===== src/ood_map.svh =====
`ifndef OOD_MAP_SVH
`define OOD_MAP_SVH

// Register offsets (byte addresses)
`define OOD_REG_CTRL 12'h000
`define OOD_REG_INSTR 12'h004
`define OOD_REG_DISP 12'h008
`define OOD_REG_BASE 12'h00C
`define OOD_REG_STATUS 12'h010
`define OOD_REG_EA 12'h014
`define OOD_REG_CYCLES 12'h018
`define OOD_REG_FLAGS 12'h01C

// Opcodes
`define OOD_OP_INTERRUPT_RETURN_OP 8'hCF
`define OOD_OP_RANGE 8'h62
`define OOD_OP_CARRY_CLR 8'hF8
`define OOD_OP_CARRY_INV 8'hF5
`define OOD_OP_CARRY_SET 8'hF9
`define OOD_OP_DIR_CLR 8'hFC
`define OOD_OP_DIR_SET 8'hFD
`define OOD_OP_IRQ_MASK 8'hFA
`define OOD_OP_IRQ_UNMASK 8'hFB
`define OOD_OP_LOCK 8'hF0

// Cycle costs
`define OOD_CYC_INTERRUPT_RETURN_OP 8'd28
`define OOD_CYC_RANGE_MIN 8'd33
`define OOD_CYC_RANGE_MAX 8'd35
`define OOD_CYC_FLAG 8'd2
`define OOD_CYC_WORD_XFER 8'd4
`define OOD_CYC_EA 8'd4

// Addressing byte fields
`define OOD_MOD_MSB 7
`define OOD_MOD_LSB 6
`define OOD_REG_MSB 5
`define OOD_REG_LSB 3
`define OOD_RM_MSB 2
`define OOD_RM_LSB 0
`define OOD_MOD_NONE 2'b00
`define OOD_MOD_D8 2'b01
`define OOD_MOD_D16 2'b10
`define OOD_MOD_REG 2'b11
`define OOD_RM_DIRECT 3'b110

// Status and control bits
`define OOD_ST_DONE 0
`define OOD_ST_SEG_PEND 1
`define OOD_ST_LOCK_PEND 2
`define OOD_ST_IS_REG 3
`define OOD_ST_UNKNOWN 4
`define OOD_CTRL_WORD 0
`define OOD_CTRL_XFERS_LSB 4

`endif


===== src/ood_pkg.sv =====
package ood_pkg;
	typedef enum logic [1:0] {
		OOD_SEG_EXTRA = 2'b00,
		OOD_SEG_CODE = 2'b01,
		OOD_SEG_STACK = 2'b10,
		OOD_SEG_DATA = 2'b11
	} ood_seg_t;

	typedef enum logic [2:0] {
		OOD_ST_IDLE = 3'b000,
		OOD_ST_MODRM = 3'b001,
		OOD_ST_DLO = 3'b010,
		OOD_ST_DHI = 3'b011,
		OOD_ST_FINISH = 3'b100
	} ood_state_t;
endpackage : ood_pkg


===== src/ood_ea_if.sv =====
`timescale 1ns/1ps
`default_nettype none
// Inputs and results of effective-address formation
interface ood_ea_if;
	logic [1:0] mode;
	logic [2:0] rm;
	logic [15:0] disp;
	logic [15:0] base_x_word;
	logic [15:0] base_pointer_reg;
	logic [15:0] src_index_reg;
	logic [15:0] dest_index_reg;
	logic [15:0] effective_address;
	logic uses_bp;
	modport core (output mode, rm, disp, base_x_word, base_pointer_reg, src_index_reg,
		dest_index_reg, input effective_address, uses_bp);
	modport calc (input mode, rm, disp, base_x_word, base_pointer_reg, src_index_reg,
		dest_index_reg, output effective_address, uses_bp);
endinterface : ood_ea_if
`default_nettype wire


===== src/ood_ea_calc.sv =====
`timescale 1ns/1ps
`default_nettype none
`include "ood_map.svh"
module ood_ea_calc
	import ood_pkg::*;
(
	input wire logic aclk,
	input wire logic aresetn,
	ood_ea_if.calc ea
);
	logic [15:0] nxt_ea;
	logic nxt_bp;
	logic [15:0] ea_ff;

	// ========================================
	// Address combination
	always_comb begin
		nxt_bp = 1'b0;
		case (ea.rm)
			3'b000: nxt_ea = ea.base_x_word + ea.src_index_reg + ea.disp;
			3'b001: nxt_ea = ea.base_x_word + ea.dest_index_reg + ea.disp;
			3'b010: begin
				nxt_ea = ea.base_pointer_reg + ea.src_index_reg + ea.disp;
				nxt_bp = 1'b1;
			end
			3'b011: begin
				nxt_ea = ea.base_pointer_reg + ea.dest_index_reg + ea.disp;
				nxt_bp = 1'b1;
			end
			3'b100: nxt_ea = ea.src_index_reg + ea.disp;
			3'b101: nxt_ea = ea.dest_index_reg + ea.disp;
			3'b110: begin
				// Direct form carries no base register
				if (ea.mode == `OOD_MOD_NONE) begin
					nxt_ea = ea.disp;
				end else begin
					nxt_ea = ea.base_pointer_reg + ea.disp;
					nxt_bp = 1'b1;
				end
			end
			default: nxt_ea = ea.base_x_word + ea.disp;
		endcase
	end

	// Registered so the result lines up with the state machine
	always_ff @(posedge aclk) begin
		if (!aresetn) begin
			ea_ff <= 16'h0000;
		end else begin
			ea_ff <= nxt_ea;
		end
	end
	assign ea.effective_address = ea_ff;
	// Unregistered: segment is picked in the cycle the address registers,
	// so a registered copy would still follow the previous addressing byte
	assign ea.uses_bp = nxt_bp && (ea.mode != `OOD_MOD_REG);
endmodule : ood_ea_calc
`default_nettype wire


===== src/ood_decoder.sv =====
// What this block does
// - Byte CF is interrupt return, 28 cycles on both bus widths.
// - Byte 62 plus addressing byte is range check, 33 to 35 cycles.
// - Carry clear F8, invert F5, set F9; each 2 cycles.
// - FC clears, FD sets the string direction flag; 2 cycles each.
// - FA clears, FB sets the interrupt enable flag; 2 cycles each.
// - F0 is a lock prefix, 2 cycles, locking the next instruction.
// - Counts are for bytes; word range checks add 4 per memory transfer.
// - Mode 11 makes the r/m field a register selector.
// - Mode 00 gives zero displacement and fetches none, except direct.
// - Mode 01 fetches one byte, sign-extended to 16 bits.
// - Mode 10 fetches two bytes, low first, as 16-bit displacement.
// - r/m 000-011: base-x/base-pointer plus source/dest index plus displacement.
// - r/m 100-111: source, dest, base pointer, base-x plus displacement.
// - Mode 00 with r/m 110 is a direct 16-bit address.
// - Displacement bytes follow the addressing byte, before immediates.
// - Address formation costs 4 cycles, already inside the totals.
// - Prefix 001ss110 overrides segment: extra, code, stack, data.
// - Word registers 000-111: acc, count, data, base-x, sp, bp, si, di.
// - Operands addressed through base pointer default to stack segment.
// - String destinations always use extra segment; no override.
`timescale 1ns/1ps
`default_nettype none
`include "ood_map.svh"
module ood_decoder
	import ood_pkg::*;
(
	input wire logic aclk,
	input wire logic aresetn,
	input wire logic [11:0] s_axi_awaddr,
	input wire logic s_axi_awvalid,
	output logic s_axi_awready,
	input wire logic [31:0] s_axi_wdata,
	input wire logic [3:0] s_axi_wstrb,
	input wire logic s_axi_wvalid,
	output logic s_axi_wready,
	output logic [1:0] s_axi_bresp,
	output logic s_axi_bvalid,
	input wire logic s_axi_bready,
	input wire logic [11:0] s_axi_araddr,
	input wire logic s_axi_arvalid,
	output logic s_axi_arready,
	output logic [31:0] s_axi_rdata,
	output logic [1:0] s_axi_rresp,
	output logic s_axi_rvalid,
	input wire logic s_axi_rready
);
	// ========================================
	// Bus slave state
	logic aw_hold_ff, w_hold_ff, b_pend_ff, r_pend_ff;
	logic [11:0] awaddr_ff;
	logic [31:0] wdata_ff, rdata_ff;
	logic [1:0] bresp_ff, rresp_ff;
	logic wr_fire;
	logic [31:0] nxt_rdata;
	logic nxt_rerr;

	// ========================================
	// Software-written registers
	logic word_op_ff;
	logic [1:0] mem_xfers_ff;
	logic [15:0] base_x_ff, base_ptr_ff, src_idx_ff, dest_idx_ff;
	logic byte_push; // one instruction byte offered this cycle
	logic [7:0] byte_val;

	// ========================================
	// Decoder state
	ood_state_t state_ff;
	logic [7:0] opcode_ff, modrm_ff, dlo_ff;
	logic [15:0] disp_ff;
	logic [7:0] cycles_ff;
	logic [7:0] cycles_max_ff;
	logic done_ff, unknown_ff, is_reg_ff;
	logic seg_pend_ff, lock_pend_ff, lock_cur_ff;
	ood_seg_t seg_ovr_ff, seg_src_ff;
	logic carry_ff, dir_ff, irq_en_ff;
	logic [3:0] reg_sel_ff; // {byte_high, code} of selected register
	logic dest_string_ff;

	ood_ea_if ea_bus ();
	ood_ea_calc u_ea (
		.aclk(aclk),
		.aresetn(aresetn),
		.ea(ea_bus)
	);
	assign ea_bus.mode = modrm_ff[`OOD_MOD_MSB:`OOD_MOD_LSB];
	assign ea_bus.rm = modrm_ff[`OOD_RM_MSB:`OOD_RM_LSB];
	assign ea_bus.disp = disp_ff;
	assign ea_bus.base_x_word = base_x_ff;
	assign ea_bus.base_pointer_reg = base_ptr_ff;
	assign ea_bus.src_index_reg = src_idx_ff;
	assign ea_bus.dest_index_reg = dest_idx_ff;

	// ========================================
	// AXI write channels; address and data taken in either order
	assign wr_fire = aw_hold_ff && w_hold_ff && !b_pend_ff;
	always_ff @(posedge aclk) begin
		if (!aresetn) begin
			aw_hold_ff <= 1'b0;
			w_hold_ff <= 1'b0;
			b_pend_ff <= 1'b0;
			awaddr_ff <= 12'h000;
			wdata_ff <= 32'h00000000;
			bresp_ff <= 2'b00;
			s_axi_awready <= 1'b0;
			s_axi_wready <= 1'b0;
		end else begin
			s_axi_awready <= !aw_hold_ff && !s_axi_awready && s_axi_awvalid;
			s_axi_wready <= !w_hold_ff && !s_axi_wready && s_axi_wvalid;
			if (s_axi_awvalid && s_axi_awready) begin
				aw_hold_ff <= 1'b1;
				awaddr_ff <= s_axi_awaddr;
			end
			if (s_axi_wvalid && s_axi_wready) begin
				w_hold_ff <= 1'b1;
				wdata_ff <= s_axi_wdata;
			end
			if (wr_fire) begin
				aw_hold_ff <= 1'b0;
				w_hold_ff <= 1'b0;
				b_pend_ff <= 1'b1;
				bresp_ff <= (awaddr_ff > `OOD_REG_FLAGS || awaddr_ff[1:0] != 2'b00)
					? 2'b10 : 2'b00;
			end else if (b_pend_ff && s_axi_bready) begin
				b_pend_ff <= 1'b0;
			end
		end
	end
	assign s_axi_bvalid = b_pend_ff;
	assign s_axi_bresp = bresp_ff;

	// Byte strobes ignored: every register here is written as one whole word
	always_ff @(posedge aclk) begin
		if (!aresetn) begin
			word_op_ff <= 1'b0;
			mem_xfers_ff <= 2'b00;
			base_x_ff <= 16'h0000;
			base_ptr_ff <= 16'h0000;
			src_idx_ff <= 16'h0000;
			dest_idx_ff <= 16'h0000;
		end else if (wr_fire) begin
			if (awaddr_ff == `OOD_REG_CTRL) begin
				word_op_ff <= wdata_ff[`OOD_CTRL_WORD];
				mem_xfers_ff <= wdata_ff[`OOD_CTRL_XFERS_LSB+:2];
			end else if (awaddr_ff == `OOD_REG_BASE) begin
				base_x_ff <= wdata_ff[15:0];
				base_ptr_ff <= wdata_ff[31:16];
			end else if (awaddr_ff == `OOD_REG_DISP) begin
				src_idx_ff <= wdata_ff[15:0];
				dest_idx_ff <= wdata_ff[31:16];
			end
		end
	end
	// Instruction bytes arrive as writes to the queue port
	assign byte_push = wr_fire && awaddr_ff == `OOD_REG_INSTR;
	assign byte_val = wdata_ff[7:0];

	// ========================================
	// Decode sequencer
	always_ff @(posedge aclk) begin
		if (!aresetn) begin
			state_ff <= OOD_ST_IDLE;
			opcode_ff <= 8'h00;
			modrm_ff <= 8'h00;
			dlo_ff <= 8'h00;
			disp_ff <= 16'h0000;
			done_ff <= 1'b0;
			unknown_ff <= 1'b0;
		end else begin
			case (state_ff)
				OOD_ST_IDLE: begin
					if (byte_push) begin
						opcode_ff <= byte_val;
						done_ff <= 1'b0;
						unknown_ff <= 1'b0;
						if (byte_val == `OOD_OP_RANGE) begin
							state_ff <= OOD_ST_MODRM;
						end else if (byte_val == `OOD_OP_LOCK ||
							(byte_val[7:5] == 3'b001 && byte_val[2:0] == 3'b110)) begin
							state_ff <= OOD_ST_IDLE; // prefix: wait for the instruction
						end else begin
							state_ff <= OOD_ST_FINISH;
						end
					end
				end
				OOD_ST_MODRM: begin
					if (byte_push) begin
						modrm_ff <= byte_val;
						disp_ff <= 16'h0000;
						// Displacement is fetched right after this byte
						if (byte_val[`OOD_MOD_MSB:`OOD_MOD_LSB] == `OOD_MOD_D8 ||
							byte_val[`OOD_MOD_MSB:`OOD_MOD_LSB] == `OOD_MOD_D16 ||
							(byte_val[`OOD_MOD_MSB:`OOD_MOD_LSB] == `OOD_MOD_NONE &&
							byte_val[`OOD_RM_MSB:`OOD_RM_LSB] == `OOD_RM_DIRECT)) begin
							state_ff <= OOD_ST_DLO;
						end else begin
							state_ff <= OOD_ST_FINISH;
						end
					end
				end
				OOD_ST_DLO: begin
					if (byte_push) begin
						dlo_ff <= byte_val;
						if (modrm_ff[`OOD_MOD_MSB:`OOD_MOD_LSB] == `OOD_MOD_D8) begin
							disp_ff <= {{8{byte_val[7]}}, byte_val};
							state_ff <= OOD_ST_FINISH;
						end else begin
							state_ff <= OOD_ST_DHI;
						end
					end
				end
				OOD_ST_DHI: begin
					if (byte_push) begin
						disp_ff <= {byte_val, dlo_ff};
						state_ff <= OOD_ST_FINISH;
					end
				end
				OOD_ST_FINISH: begin
					// One cycle lets the address unit register its result
					done_ff <= 1'b1;
					unknown_ff <= !(opcode_ff == `OOD_OP_INTERRUPT_RETURN_OP || opcode_ff == `OOD_OP_RANGE ||
						opcode_ff[7:4] == 4'hF);
					state_ff <= OOD_ST_IDLE;
				end
				default: state_ff <= OOD_ST_IDLE;
			endcase
		end
	end

	// ========================================
	// Prefix tracking, held only for the next instruction
	always_ff @(posedge aclk) begin
		if (!aresetn) begin
			seg_pend_ff <= 1'b0;
			lock_pend_ff <= 1'b0;
			lock_cur_ff <= 1'b0;
			seg_ovr_ff <= OOD_SEG_DATA;
		end else if (state_ff == OOD_ST_IDLE && byte_push) begin
			if (byte_val == `OOD_OP_LOCK) begin
				lock_pend_ff <= 1'b1;
			end else if (byte_val[7:5] == 3'b001 && byte_val[2:0] == 3'b110) begin
				seg_pend_ff <= 1'b1;
				seg_ovr_ff <= ood_seg_t'(byte_val[4:3]);
			end else begin
				lock_cur_ff <= lock_pend_ff;
			end
		end else if (state_ff == OOD_ST_FINISH) begin
			seg_pend_ff <= 1'b0;
			lock_pend_ff <= 1'b0;
		end
	end

	// ========================================
	// Flags and cycle cost of finished instruction
	always_ff @(posedge aclk) begin
		if (!aresetn) begin
			carry_ff <= 1'b0;
			dir_ff <= 1'b0;
			irq_en_ff <= 1'b0;
			cycles_ff <= 8'h00;
			cycles_max_ff <= 8'h00;
		end else if (state_ff == OOD_ST_IDLE && byte_push && byte_val == `OOD_OP_LOCK) begin
			cycles_ff <= `OOD_CYC_FLAG;
			cycles_max_ff <= `OOD_CYC_FLAG;
		end else if (state_ff == OOD_ST_FINISH) begin
			cycles_ff <= `OOD_CYC_FLAG;
			cycles_max_ff <= `OOD_CYC_FLAG;
			case (opcode_ff)
				`OOD_OP_CARRY_CLR: carry_ff <= 1'b0;
				`OOD_OP_CARRY_INV: carry_ff <= !carry_ff;
				`OOD_OP_CARRY_SET: carry_ff <= 1'b1;
				`OOD_OP_DIR_CLR: dir_ff <= 1'b0;
				`OOD_OP_DIR_SET: dir_ff <= 1'b1;
				`OOD_OP_IRQ_MASK: irq_en_ff <= 1'b0;
				`OOD_OP_IRQ_UNMASK: irq_en_ff <= 1'b1;
				`OOD_OP_INTERRUPT_RETURN_OP: begin
					cycles_ff <= `OOD_CYC_INTERRUPT_RETURN_OP;
					cycles_max_ff <= `OOD_CYC_INTERRUPT_RETURN_OP;
				end
				`OOD_OP_RANGE: begin
					// Address cost already folded into these totals
					cycles_ff <= `OOD_CYC_RANGE_MIN +
						(word_op_ff ? 8'(`OOD_CYC_WORD_XFER * mem_xfers_ff) : 8'h00);
					cycles_max_ff <= `OOD_CYC_RANGE_MAX +
						(word_op_ff ? 8'(`OOD_CYC_WORD_XFER * mem_xfers_ff) : 8'h00);
				end
				default: begin
					cycles_ff <= 8'h00;
					cycles_max_ff <= 8'h00;
				end
			endcase
		end
	end

	// ========================================
	// Register operand and segment selection
	always_ff @(posedge aclk) begin
		if (!aresetn) begin
			is_reg_ff <= 1'b0;
			reg_sel_ff <= 4'h0;
			seg_src_ff <= OOD_SEG_DATA;
			dest_string_ff <= 1'b0;
		end else if (state_ff == OOD_ST_FINISH) begin
			is_reg_ff <= modrm_ff[`OOD_MOD_MSB:`OOD_MOD_LSB] == `OOD_MOD_REG;
			if (word_op_ff) begin
				reg_sel_ff <= {1'b0, modrm_ff[`OOD_RM_MSB:`OOD_RM_LSB]};
			end else begin
				reg_sel_ff <= {modrm_ff[2], 1'b0, modrm_ff[1:0]};
			end
			// Override wins over the default, base pointer defaults to stack
			if (seg_pend_ff) begin
				seg_src_ff <= seg_ovr_ff;
			end else if (ea_bus.uses_bp) begin
				seg_src_ff <= OOD_SEG_STACK;
			end else begin
				seg_src_ff <= OOD_SEG_DATA;
			end
			dest_string_ff <= 1'b1;
		end
	end

	// ========================================
	// Read decode
	always_comb begin
		nxt_rerr = 1'b0;
		if (s_axi_araddr == `OOD_REG_CTRL) begin
			nxt_rdata = {26'h0, mem_xfers_ff, 3'h0, word_op_ff};
		end else if (s_axi_araddr == `OOD_REG_INSTR) begin
			nxt_rdata = {8'h00, dlo_ff, modrm_ff, opcode_ff};
		end else if (s_axi_araddr == `OOD_REG_DISP) begin
			nxt_rdata = {dest_idx_ff, src_idx_ff};
		end else if (s_axi_araddr == `OOD_REG_BASE) begin
			nxt_rdata = {base_ptr_ff, base_x_ff};
		end else if (s_axi_araddr == `OOD_REG_STATUS) begin
			nxt_rdata = {27'h0, unknown_ff, is_reg_ff, lock_pend_ff, seg_pend_ff, done_ff};
		end else if (s_axi_araddr == `OOD_REG_EA) begin
			nxt_rdata = {disp_ff, ea_bus.effective_address};
		end else if (s_axi_araddr == `OOD_REG_CYCLES) begin
			nxt_rdata = {16'h0, cycles_max_ff, cycles_ff};
		end else if (s_axi_araddr == `OOD_REG_FLAGS) begin
			// Extra segment is fixed for string destinations
			nxt_rdata = {16'h0, 2'(OOD_SEG_EXTRA), dest_string_ff, lock_cur_ff, reg_sel_ff,
				2'(seg_src_ff), 3'h0, irq_en_ff, dir_ff, carry_ff};
		end else begin
			nxt_rdata = 32'h00000000;
			nxt_rerr = 1'b1;
		end
	end

	// One read at a time; answer one cycle after acceptance
	always_ff @(posedge aclk) begin
		if (!aresetn) begin
			r_pend_ff <= 1'b0;
			rdata_ff <= 32'h00000000;
			rresp_ff <= 2'b00;
			s_axi_arready <= 1'b0;
		end else begin
			s_axi_arready <= !r_pend_ff && !s_axi_arready && s_axi_arvalid;
			if (s_axi_arvalid && s_axi_arready) begin
				r_pend_ff <= 1'b1;
				rdata_ff <= nxt_rdata;
				rresp_ff <= nxt_rerr ? 2'b10 : 2'b00;
			end else if (r_pend_ff && s_axi_rready) begin
				r_pend_ff <= 1'b0;
			end
		end
	end
	assign s_axi_rvalid = r_pend_ff;
	assign s_axi_rdata = rdata_ff;
	assign s_axi_rresp = rresp_ff;

	// ========================================
	// Checks
	property p_interrupt_return_op_cost;
		@(posedge aclk) disable iff (!aresetn)
		(state_ff == OOD_ST_FINISH && opcode_ff == `OOD_OP_INTERRUPT_RETURN_OP) |=> cycles_ff == 8'd28;
	endproperty
	a_interrupt_return_op_cost: assert property (p_interrupt_return_op_cost) else $error("return cost wrong");

	property p_d8_sign;
		@(posedge aclk) disable iff (!aresetn)
		(state_ff == OOD_ST_DLO && byte_push && modrm_ff[7:6] == 2'b01)
			|=> disp_ff == {{8{$past(byte_val[7])}}, $past(byte_val)};
	endproperty
	a_d8_sign: assert property (p_d8_sign) else $error("displacement not extended");

	property p_carry_set;
		@(posedge aclk) disable iff (!aresetn)
		(state_ff == OOD_ST_FINISH && opcode_ff == `OOD_OP_CARRY_SET) |=> carry_ff ##1 carry_ff;
	endproperty
	a_carry_set: assert property (p_carry_set) else $error("carry not set");

	property p_prefix_clear;
		@(posedge aclk) disable iff (!aresetn)
		state_ff == OOD_ST_FINISH |=> !seg_pend_ff && !lock_pend_ff;
	endproperty
	a_prefix_clear: assert property (p_prefix_clear) else $error("prefix kept");

	property p_range_cost;
		@(posedge aclk) disable iff (!aresetn)
		(state_ff == OOD_ST_FINISH && opcode_ff == `OOD_OP_RANGE && !word_op_ff)
			|=> cycles_ff == `OOD_CYC_RANGE_MIN && cycles_max_ff == `OOD_CYC_RANGE_MAX;
	endproperty
	a_range_cost: assert property (p_range_cost) else $error("range check cost wrong");

	property p_bp_stack;
		@(posedge aclk) disable iff (!aresetn)
		(state_ff == OOD_ST_FINISH && !seg_pend_ff && ea_bus.uses_bp)
			|=> seg_src_ff == OOD_SEG_STACK;
	endproperty
	a_bp_stack: assert property (p_bp_stack) else $error("base pointer not on stack");

	property p_reg_mode;
		@(posedge aclk) disable iff (!aresetn)
		(state_ff == OOD_ST_FINISH && modrm_ff[7:6] == `OOD_MOD_REG) |=> is_reg_ff;
	endproperty
	a_reg_mode: assert property (p_reg_mode) else $error("register mode missed");
endmodule : ood_decoder
`default_nettype wire


===== config.mk =====
export PLATFORM = sky130hd
export DESIGN_NAME = ood_decoder
export DESIGN_NICKNAME = d
export VERILOG_FILES = /design/src/ood_pkg.sv /design/src/ood_ea_if.sv /design/src/ood_ea_calc.sv /design/src/ood_decoder.sv
export VERILOG_INCLUDE_DIRS = /design/src
export SDC_FILE = /design/constraint.sdc
export NUM_CORES = 1
export LEC_CHECK = 0
export BUFFER_PORTS_ARGS = -buffer_cell sky130_fd_sc_hd__buf_2
export CORE_ASPECT_RATIO = 1.75
export CORE_MARGIN = 2
export CORE_UTILIZATION = 62
export DETAILED_ROUTE_END_ITERATION = 7
export GPL_ROUTABILITY_DRIVEN = 0
export PLACE_DENSITY = 0.81
export REMOVE_ABC_BUFFERS = 1
export SYNTH_ARGS = -nofsm -noshare
export SYNTH_HDL_FRONTEND = slang
export SYNTH_SLANG_ARGS = --single-unit

===== constraint.sdc =====
create_clock -name aclk -period 4.1 [get_ports aclk]
set_input_delay 0.205 -clock aclk [delete_from_list [all_inputs] [get_ports aclk]]
set_output_delay 0.205 -clock aclk [all_outputs]
set_load 0.005 [all_outputs]

Yosys cells after proc, flatten, opt, wreduce, memory -nomap -nowiden
Cells that the tools add are included.
{"block": "word_totals", "reg_bits": 246, "inputBits": 67, "out_inout_bits": 41, "wordCells": 241}
{"block": "classes", "add_sub_neg": 14, "n_lt_le_gt_ge": 1, "eq_ne": 47, "muxes": 62, "bitwise": 6, "reduce_logical": 70}
{"cell": "adder 16 bit", "count": 12}
{"cell": "two-way mux 32 bit", "count": 6}
{"cell": "case mux 16 bit (7 select lines)", "count": 1}
{"cell": "two-way mux 16 bit", "count": 5}
{"cell": "equality test 8 bit, second input constant", "count": 9}
{"cell": "equality test 12 x 4 -> 1 bit, second input constant", "count": 4}
{"cell": "equality test 12 x 5 -> 1 bit, second input constant", "count": 4}
{"cell": "case mux 16 bit (3 select lines)", "count": 1}
{"cell": "equality test 12 x 3 -> 1 bit, second input constant", "count": 2}
{"cell": "logical NOT 12 bit", "count": 2}
{"cell": "two-way mux 3 bit", "count": 8}
{"cell": "case mux 8 bit (3 select lines)", "count": 1}
{"cell": "two-way mux 1 bit", "count": 21}
{"cell": "case mux 7 bit (3 select lines)", "count": 1}
{"cell": "AND reduction 3 bit", "count": 7}
{"cell": "logical AND 1 bit", "count": 19}
{"cell": "equality test 8 x 7 -> 1 bit, second input constant", "count": 2}
{"cell": "nonzero test 2 bit", "count": 8}
{"cell": "equality test 3 bit, second input constant", "count": 5}
{"cell": "two-way mux 15 bit", "count": 1}
{"cell": "two-way mux 14 bit", "count": 1}
{"cell": "two-way mux 2 bit", "count": 7}
{"cell": "inequality test 2 bit, second input constant", "count": 7}
{"cell": "equality test 3 x 2 -> 1 bit, second input constant", "count": 4}
{"cell": "other kinds (23)", "count": 62}

Logic depth before layout (Yosys ltp)
Gate-level depths: netlist (run 1).
{"block": "logic_depth", "ltp_word": 10, "ltp_mapped": 15}

Cells and area by module
From an unflattened synthesis (run 1), not the netlist that was laid out.
{"block": "hier_totals", "cells_unflattened": 1915, "hier_area_um2": 15986.6}
{"module": "ood_decoder", "instances": 1, "cells_each": 1156, "area_per_inst_um2": 9501.6}
{"module": "ood_ea_calc", "instances": 1, "cells_each": 759, "area_per_inst_um2": 6485.0}

Least setup slack after synthesis (run 1)
Ideal clock, no wire load.
{"block": "synth_timing", "path_kind": "register to register", "startpoint": "register modrm_ff[0]", "endpoint": "register u_ea.ea_ff[12], in the netlist u_ea.ea.effective_address[12]", "arrival_time_ns": 3.474, "t_required_ns": 3.981, "slack_ns": 0.507, "path_stages_with_launch": 15, "n_path_buf": 2, "period_less_slack_ns": 3.593, "path_cell_list": "dfxtp_1 > clkbuf_1 > buf_1 > mux2i_1 > o21ai_0 > ha_1 > fa_1 > a21oi_1 > o211ai_1 > o41ai_2 > o22ai_1 > or2_1 > a21oi_1 > xnor2_1 > o221a_1"}
{"block": "synth_via", "elab_chain_len": 2, "elab_cells_between_ends": 8, "cone_classes": "6 x eq/ne; 1 x mux; 1 x reduce/logical"}
{"element": "start, declared", "line": "ood_decoder.sv:69", "source": "logic [7:0] opcode_ff, modrm_ff, dlo_ff;"}
{"element": "start signal, assigned", "line": "ood_decoder.sv:188", "source": "modrm_ff <= byte_val;"}
{"element": "equality test 3 bit, or another cell as far along", "line": "ood_ea_calc.sv:19", "source": "case (ea.rm)"}
{"element": "case mux 16 bit (7 select lines) *", "line": "ood_ea_calc.sv:19"}
{"element": "end signal, assigned", "line": "ood_ea_calc.sv:50", "source": "ea_ff <= nxt_ea;"}
{"element": "end, declared", "line": "ood_ea_calc.sv:13", "source": "logic [15:0] ea_ff;"}
Mark *: on every way between the ends. The rest lies on a longest branch, timed or not.
A chain may end at the register's enable or synchronous reset.

Final worst setup path (run 1)
{"block": "layout_timing", "startpoint": "register base_ptr_ff[1]", "endpoint": "register u_ea.ea_ff[15], in the netlist u_ea.ea.effective_address[15]"}
{"block": "layout_via", "elab_chain_len": 3, "elab_cells_between_ends": 7, "cone_classes": "5 x add/sub; 2 x mux"}
{"element": "start, declared", "line": "ood_decoder.sv:62", "source": "logic [15:0] base_x_ff, base_ptr_ff, src_idx_ff, dest_idx_ff;"}
{"element": "start signal, assigned", "line": "ood_decoder.sv:147", "source": "base_ptr_ff <= wdata_ff[31:16];"}
{"element": "adder 16 bit (on tied branches)", "line": "ood_ea_calc.sv:27, ood_ea_calc.sv:23, ood_ea_calc.sv:37"}
{"element": "adder 16 bit, or another cell as far along", "line": "ood_ea_calc.sv:27", "source": "nxt_ea = ea.base_pointer_reg + ea.dest_index_reg + ea.disp;"}
{"element": "case mux 16 bit (7 select lines) *", "line": "ood_ea_calc.sv:19"}
Marks and branches as above.

==> results of run 1 <==
metrics by stage:
step	setup WS, ns	instances	instance area, um2	power [W]	hold WS (ns)
2_1_floorplan	0.281	1837	15200	0.00245	0.277
3_3_place_gp	0.460	2285	16300	0.00254	0.424
3_5_place_dp	0.339	2285	16300	0.00254	0.447
4_1_cts	0.290	2373	17600	0.00483	0.182
5_1_grt	0.0871	2373	17600	0.00494	0.273
6_report	0.186	2373	17600	0.00484	0.205
worst min path at each step:
stage,endpoint,start
final,s_axi_rresp[1],s_axi_araddr[7]
after global routing,s_axi_rdata[1],s_axi_araddr[4]
after CTS,s_axi_rresp[1],s_axi_araddr[7]
after detailed placement,awaddr_ff[7],awaddr_ff[7]
after global placement,s_axi_arready,s_axi_rvalid
after floorplan,seg_ovr_ff[0],aresetn
per-layer routing:
metal,up-vias,global-route usage
met1,7319,0.442
met5,-,0
met4,2,0.382
met2,969,0.644
li1,7057,-
met3,371,0.0803
final cells by class:
| cell class | instances | area [um2] |
|---|---|---|
| Fill cell | 2005 | 7440 |
| Tap cell | 316 | 395 |
| Inverter | 21 | 83.8 |
| Timing Repair Buffer | 181 | 1240 |
| Sequential cell | 235 | 4700 |
| Clock inverter | 8 | 154 |
| Clock buffer | 31 | 644 |
| Multi-Input combinational cell | 1581 | 10400 |
cell families after synthesis:
family / Yosys count / share of synthesized area
and+or+nand+nor: 717 / 0.198
AOI/OAI and AO/OA: 574 / 0.226
DFF: 235 / 0.300
adders and majority gates: 155 / 0.155
buffers and inverters: 134 / 0.0375
xor gates and xnor gates: 71 / 0.0397
muxes: 62 / 0.0427
other: 1 / 0.000239
report_power, final:
part	leakage, nW	total [W]	internal, W	switching [W]
Clock	0.389	0.00230	0.00135	0.000949
Combinational	5.04	0.000210	0.0000862	0.000123
Sequential	1.90	0.00233	0.00230	0.0000247
Total	7.33	0.00484	0.00374	0.00110
cell usage in the layout, fill, tap and decap left out, types with 51 or more instances in the layout:
master,n
a21oi_1,229
fa_1,66
dfxtp_1,235
nor2_1,180
buf_2,101
mux2i_1,51
xnor2_1,52
o21ai_0,126
ha_1,89
nand2_1,367
critical path, cell delays in order (launching register included):
cell and delay (ns):
dfxtp_1 0.52, fa_1 0.47, ha_1 0.25, fa_1 0.49
a211oi_1 0.46, o211ai_1 0.22, a211oi_1 0.40, o21ai_0 0.27
nand4_1 0.18, a21oi_1 0.07, o21ai_0 0.26, a41oi_1 0.15
what timing repair did:
action	in CTS	in global routing
hold buffers	49	0
hold endpoints to repair	49	0
gates resized for setup	0	0
==> metrics.txt, run 1 <==
critical path launch point=base_ptr_ff[1]; Port-buffer cells=101; first-pass GRT wire length=82.5 mm; Hold Vio Cnt, Final=0; DR WL/cell=22.5 um; endpoints failing setup=0; RSZ-0062 raised after global routing=no; kind of critical path=flip-flop to flip-flop; r2r setup slk=0.19 ns; Root Driver=clkbuf_16; setup bufs post-CTS=0; I/O pin count=108; layout net count=2264; Setup TNS Final=0 ns; CORE AREA=0.0250 mm2; GRT Util Overall=0.407; sequential cell area fraction in the yosys report=0.300; CTS tree=yes; total clock sinks=235; die height=214 um; Detail Placement HPWL=37.6 mm; Inserted Clock Buffers=22; Yosys warnings=0; Period minus WS final=3.91 ns; Worst Hold Class=input port to flip-flop; Final Max Tran Viols=0; Max rail drop VDD=0.000301 V; worst endpoint data arrival time=4.29 ns; Final period util=0.955; largest net degree at the start of global routing=about 120; clock skew=around 0.02 ns; Area Growth Syn to Fin=12.4%; via/cell ratio=between 6 and 7; Clock Path Buffers=3; Die ar.=0.0266 mm2; count leader, synth=nand2_1; clock-pin slew on the worst setup and hold paths=~0.07 ns; Post-Syn Area=0.0157 mm2; vias post-DR=15700; layout cells sized above 1=0.104; met2 routed WL=24.8 mm; r2r worst-path depth=11; capturing point of the worst reg2reg path=u_ea.ea.effective_address[15]; post-synth top area share=0.300; Synth cell types=87; antenna diode instance count=0; # DRC=0; worst r2r src=base_ptr_ff[1]; initial drt markers=1614; Util after Layout=0.703; Setup crit end kind=flip-flop; critical path endpoint=u_ea.ea.effective_address[15]; Synth top cells by count=367 x nand2_1, 235 x dfxtp_1, 229 x a21oi_1; Tightest Pin Transition=around 1.1 ns; Pre-Repair DR Iteration Count=7; post-route ant nets=0; gr ovfl total=0; Required @ worst endpoint=~4.5 ns; leading area contributor after synthesis=dfxtp_1; Slew headroom=0.240; Die X=approximately 120 um; Total Wirelength=53.5 mm; effective utilization at floorplan=0.625; Post-synth EDFFs=0; Worst-Skew Late Latency=0.55 ns; Synth Flop Type=dfxtp_1; static leakage=7.33 nW; Setup crit start kind=flip-flop; Worst Path Max Fanout=6; flops & latches, synth=235; hold path cells=5; Synth area leaders=dfxtp_1 30%, nand2_1 8.8%, fa_1 8.4%; power per cell area=between 200 and 300 mW/mm2; vias in the first global route=15400; initial antenna violation count=1; status=finished, final reports clean; syn_area_per_cell=~8 um2; met3 WL post-DR=4.56 mm; FFs w/ async S/R, synth=0; max cap viols=0; highest clock rate=256 MHz; cell count after synthesis=1949; H-Tree Depth=1; metal1 wirelength=between 15 and 20 mm; top sig layer=met5; Placement Rows=77
(Power assumes the default switching activity.)
==> run 2: changes to the inputs <==
--- a/config.mk
+++ b/config.mk
@@ -7,12 +7,12 @@
 export NUM_CORES = 1
 export LEC_CHECK = 0
 export BUFFER_PORTS_ARGS = -buffer_cell sky130_fd_sc_hd__buf_2
-export CORE_ASPECT_RATIO = 1.75
+export CORE_ASPECT_RATIO = 1.25
 export CORE_MARGIN = 2
-export CORE_UTILIZATION = 62
+export CORE_UTILIZATION = 56
 export DETAILED_ROUTE_END_ITERATION = 7
 export GPL_ROUTABILITY_DRIVEN = 0
-export PLACE_DENSITY = 0.81
+export PLACE_DENSITY = 0.78
 export REMOVE_ABC_BUFFERS = 1
 export SYNTH_ARGS = -nofsm -noshare
 export SYNTH_HDL_FRONTEND = slang
==> constraint.sdc (replaced) <==
create_clock -name aclk -period 3.4 [get_ports aclk]
set_input_delay 0.17 -clock aclk [delete_from_list [all_inputs] [get_ports aclk]]
set_output_delay 0.17 -clock aclk [all_outputs]
set_load 0.005 [all_outputs]
==> metrics.txt, run 2 (synthesized netlist as in run 1, its figures left out) <==
static leakage=7.65 nW (+4.4%); Root Driver=clkbuf_16; clock-pin slew on the worst setup and hold paths=0.07 ns (about the same); Worst Hold Class=input port to flip-flop; I/O pin count=108 (unchanged); die height=191 um (-11%); worst endpoint data arrival time=3.77 ns (-0.52 ns); Final Cell Area=0.0182 mm2 (+3.3%); via/cell ratio=6.29 (-5.1%); max cap viols=0 (unchanged); layout net count=2321 (+2.5%); post-route ant nets=0 (unchanged); Port-buffer cells=101 (unchanged); Final Max Tran Viols=0 (unchanged); highest clock rate=300 MHz (+18%); vias post-DR=15500 (-1.4%); r2r worst-path depth=12 (+1); Clock Path Buffers=3 (unchanged); Setup crit end kind=flip-flop; clock skew=0.0274 ns (+0.00731 ns); Area after DPL=0.0168 mm2 (+2.8%); initial antenna violation count=0 (-1); Worst-Skew Late Latency=0.55 ns (about the same); non-filler instance count after layout=2466 (+3.9%); effective utilization at floorplan=0.568 (-0.0571); Period minus WS final=3.33 ns (-0.583 ns); endpoints failing setup=0 (unchanged); Final period util=0.979 (+0.0249); Inserted Clock Buffers=25 (+14%); worst r2r src=disp_ff[1]; Max rail drop VDD=0.000319 V (+5.9%); Setup Slack @ Placement=-0.0981 ns (-0.437 ns); hold-critical path endpoint=modrm_ff[2]; RSZ-0062 raised after global routing=no; Detail Placement HPWL=37.4 mm (-0.50%); Setup crit start kind=flip-flop; # DRC=0 (unchanged); H-Tree Depth=1 (unchanged); Tightest Pin Transition=0.994 ns (-0.138 ns); Placement Rows=68 (-12%); DR WL/cell=20.8 um (-7.9%); kind of critical path=flip-flop to flip-flop; Die ar.=0.0293 mm2 (+10%); Worst Path Max Fanout=6 (unchanged); initial drt markers=1277 (-21%); Post-Place Cells=2373 (+3.9%); Die X=154 um (+24%); Area Growth Syn to Fin=16.1%; first-pass GRT wire length=80.8 mm (-2.0%); status=finished, final reports clean; layout cells sized above 1=0.139 (+0.0354); Final WS setup=0.0700 ns (-0.117 ns); largest net degree at the start of global routing=97 (-21%); Pre-Repair DR Iteration Count=6 (-1); setup bufs post-CTS=0 (unchanged); Required @ worst endpoint=3.84 ns (-0.63 ns); CORE AREA=0.0276 mm2 (+10%); gr ovfl total=0 (unchanged); fillers=2291 (+14%); Slew headroom=0.336 (+0.0960); Hold Vio Cnt, Final=0 (unchanged); GRT Util Overall=0.347 (-0.0599); Total Wirelength=51.2 mm (-4.3%); power per cell area=321 mW/mm2 (+17%); commonest non-fill, non-tap cell in the layout=nand2_1; vias in the first global route=15500 (+0.54%); hold path cells=3 (-2); critical hold path startpoint=aresetn; CTS tree=yes; most frequent cells in the layout=367 x nand2_1, 227 x a21oi_1, 227 x dfxtp_1; capturing point of the worst reg2reg path=u_ea.ea.effective_address[11]; r2r setup slk=0.07 ns (-0.12 ns); total clock sinks=235 (unchanged)
==> run 2: layer usage <==
layer,routed length (um),part of all wire,GRT usage
met5,0,0,0
met1,18700,0.37,0.404
met4,3110,0.061,0.207
met2,24200,0.47,0.594
met3,5220,0.10,0.0673
==> run 2: what timing repair did <==
item / 4_1_cts / 5_1_grt
hold buffers: 49 / 0
pin swaps: 0 / 4
gates resized for setup: 6 / 23
setup endpoints to repair: 5 / 8
hold endpoints to repair: 49 / 0
==> run 2: final cells by class <==
| cell class | instances | area [um2] | area share |
|---|---|---|---|
| clock inverters | 12 | 124 | 0.00681 |
| clock buffers | 31 | 698 | 0.0384 |
| well taps | 350 | 438 | 0.0241 |
| flip-flops and latches | 235 | 4720 | 0.259 |
| diodes | 1 | 2.50 | 0.000138 |
| repair buffers | 235 | 1660 | 0.0914 |
| multi-input cells | 1581 | 10500 | 0.575 |
| inverters | 21 | 83.8 | 0.00461 |
==> run 2: worst max-delay path, stage by stage, from the launching register on <==
cell and delay (ns):
dfxtp_4 0.37, buf_4 0.14, fa_1 0.45, ha_1 0.24, fa_2 0.42, a211oi_2 0.28
o21bai_2 0.13, a21o_1 0.19, a21oi_1 0.17, xor2_1 0.16, mux2i_1 0.12, a221o_1 0.34
o31a_1 0.24
==> run 2: worst max path at each step <==
stage / startpoint / endpoint
finish: disp_ff[1] / u_ea.ea.effective_address[11]
global route: modrm_ff[0] / u_ea.ea.effective_address[15]
CTS: dest_idx_ff[1] / u_ea.ea.effective_address[11]
detailed placement: disp_ff[1] / u_ea.ea.effective_address[11]
global placement: disp_ff[1] / u_ea.ea.effective_address[11]
floorplan: modrm_ff[1] / u_ea.ea.effective_address[12]
==> run 2: through the flow <==
step	total power, W	setup TNS (ns)	utilization	hold slack (ns)
final	0.00583	0	0.660	0.191
after floorplan	0.00295	-1.61	-	0.242
after detailed placement	0.00308	-0.255	0.609	0.415
after global routing	0.00599	0	0.660	0.236
after CTS	0.00584	0	0.657	0.194
after global placement	0.00308	-0.0381	0.609	0.410
==> run 2: report_power, final <==
group / internal [W] / total [W] / switching, W
registers: 0.00278 / 0.00280 / 0.0000209
clock network: 0.00161 / 0.00276 / 0.00116
logic: 0.000109 / 0.000269 / 0.000160
total: 0.00449 / 0.00583 / 0.00134
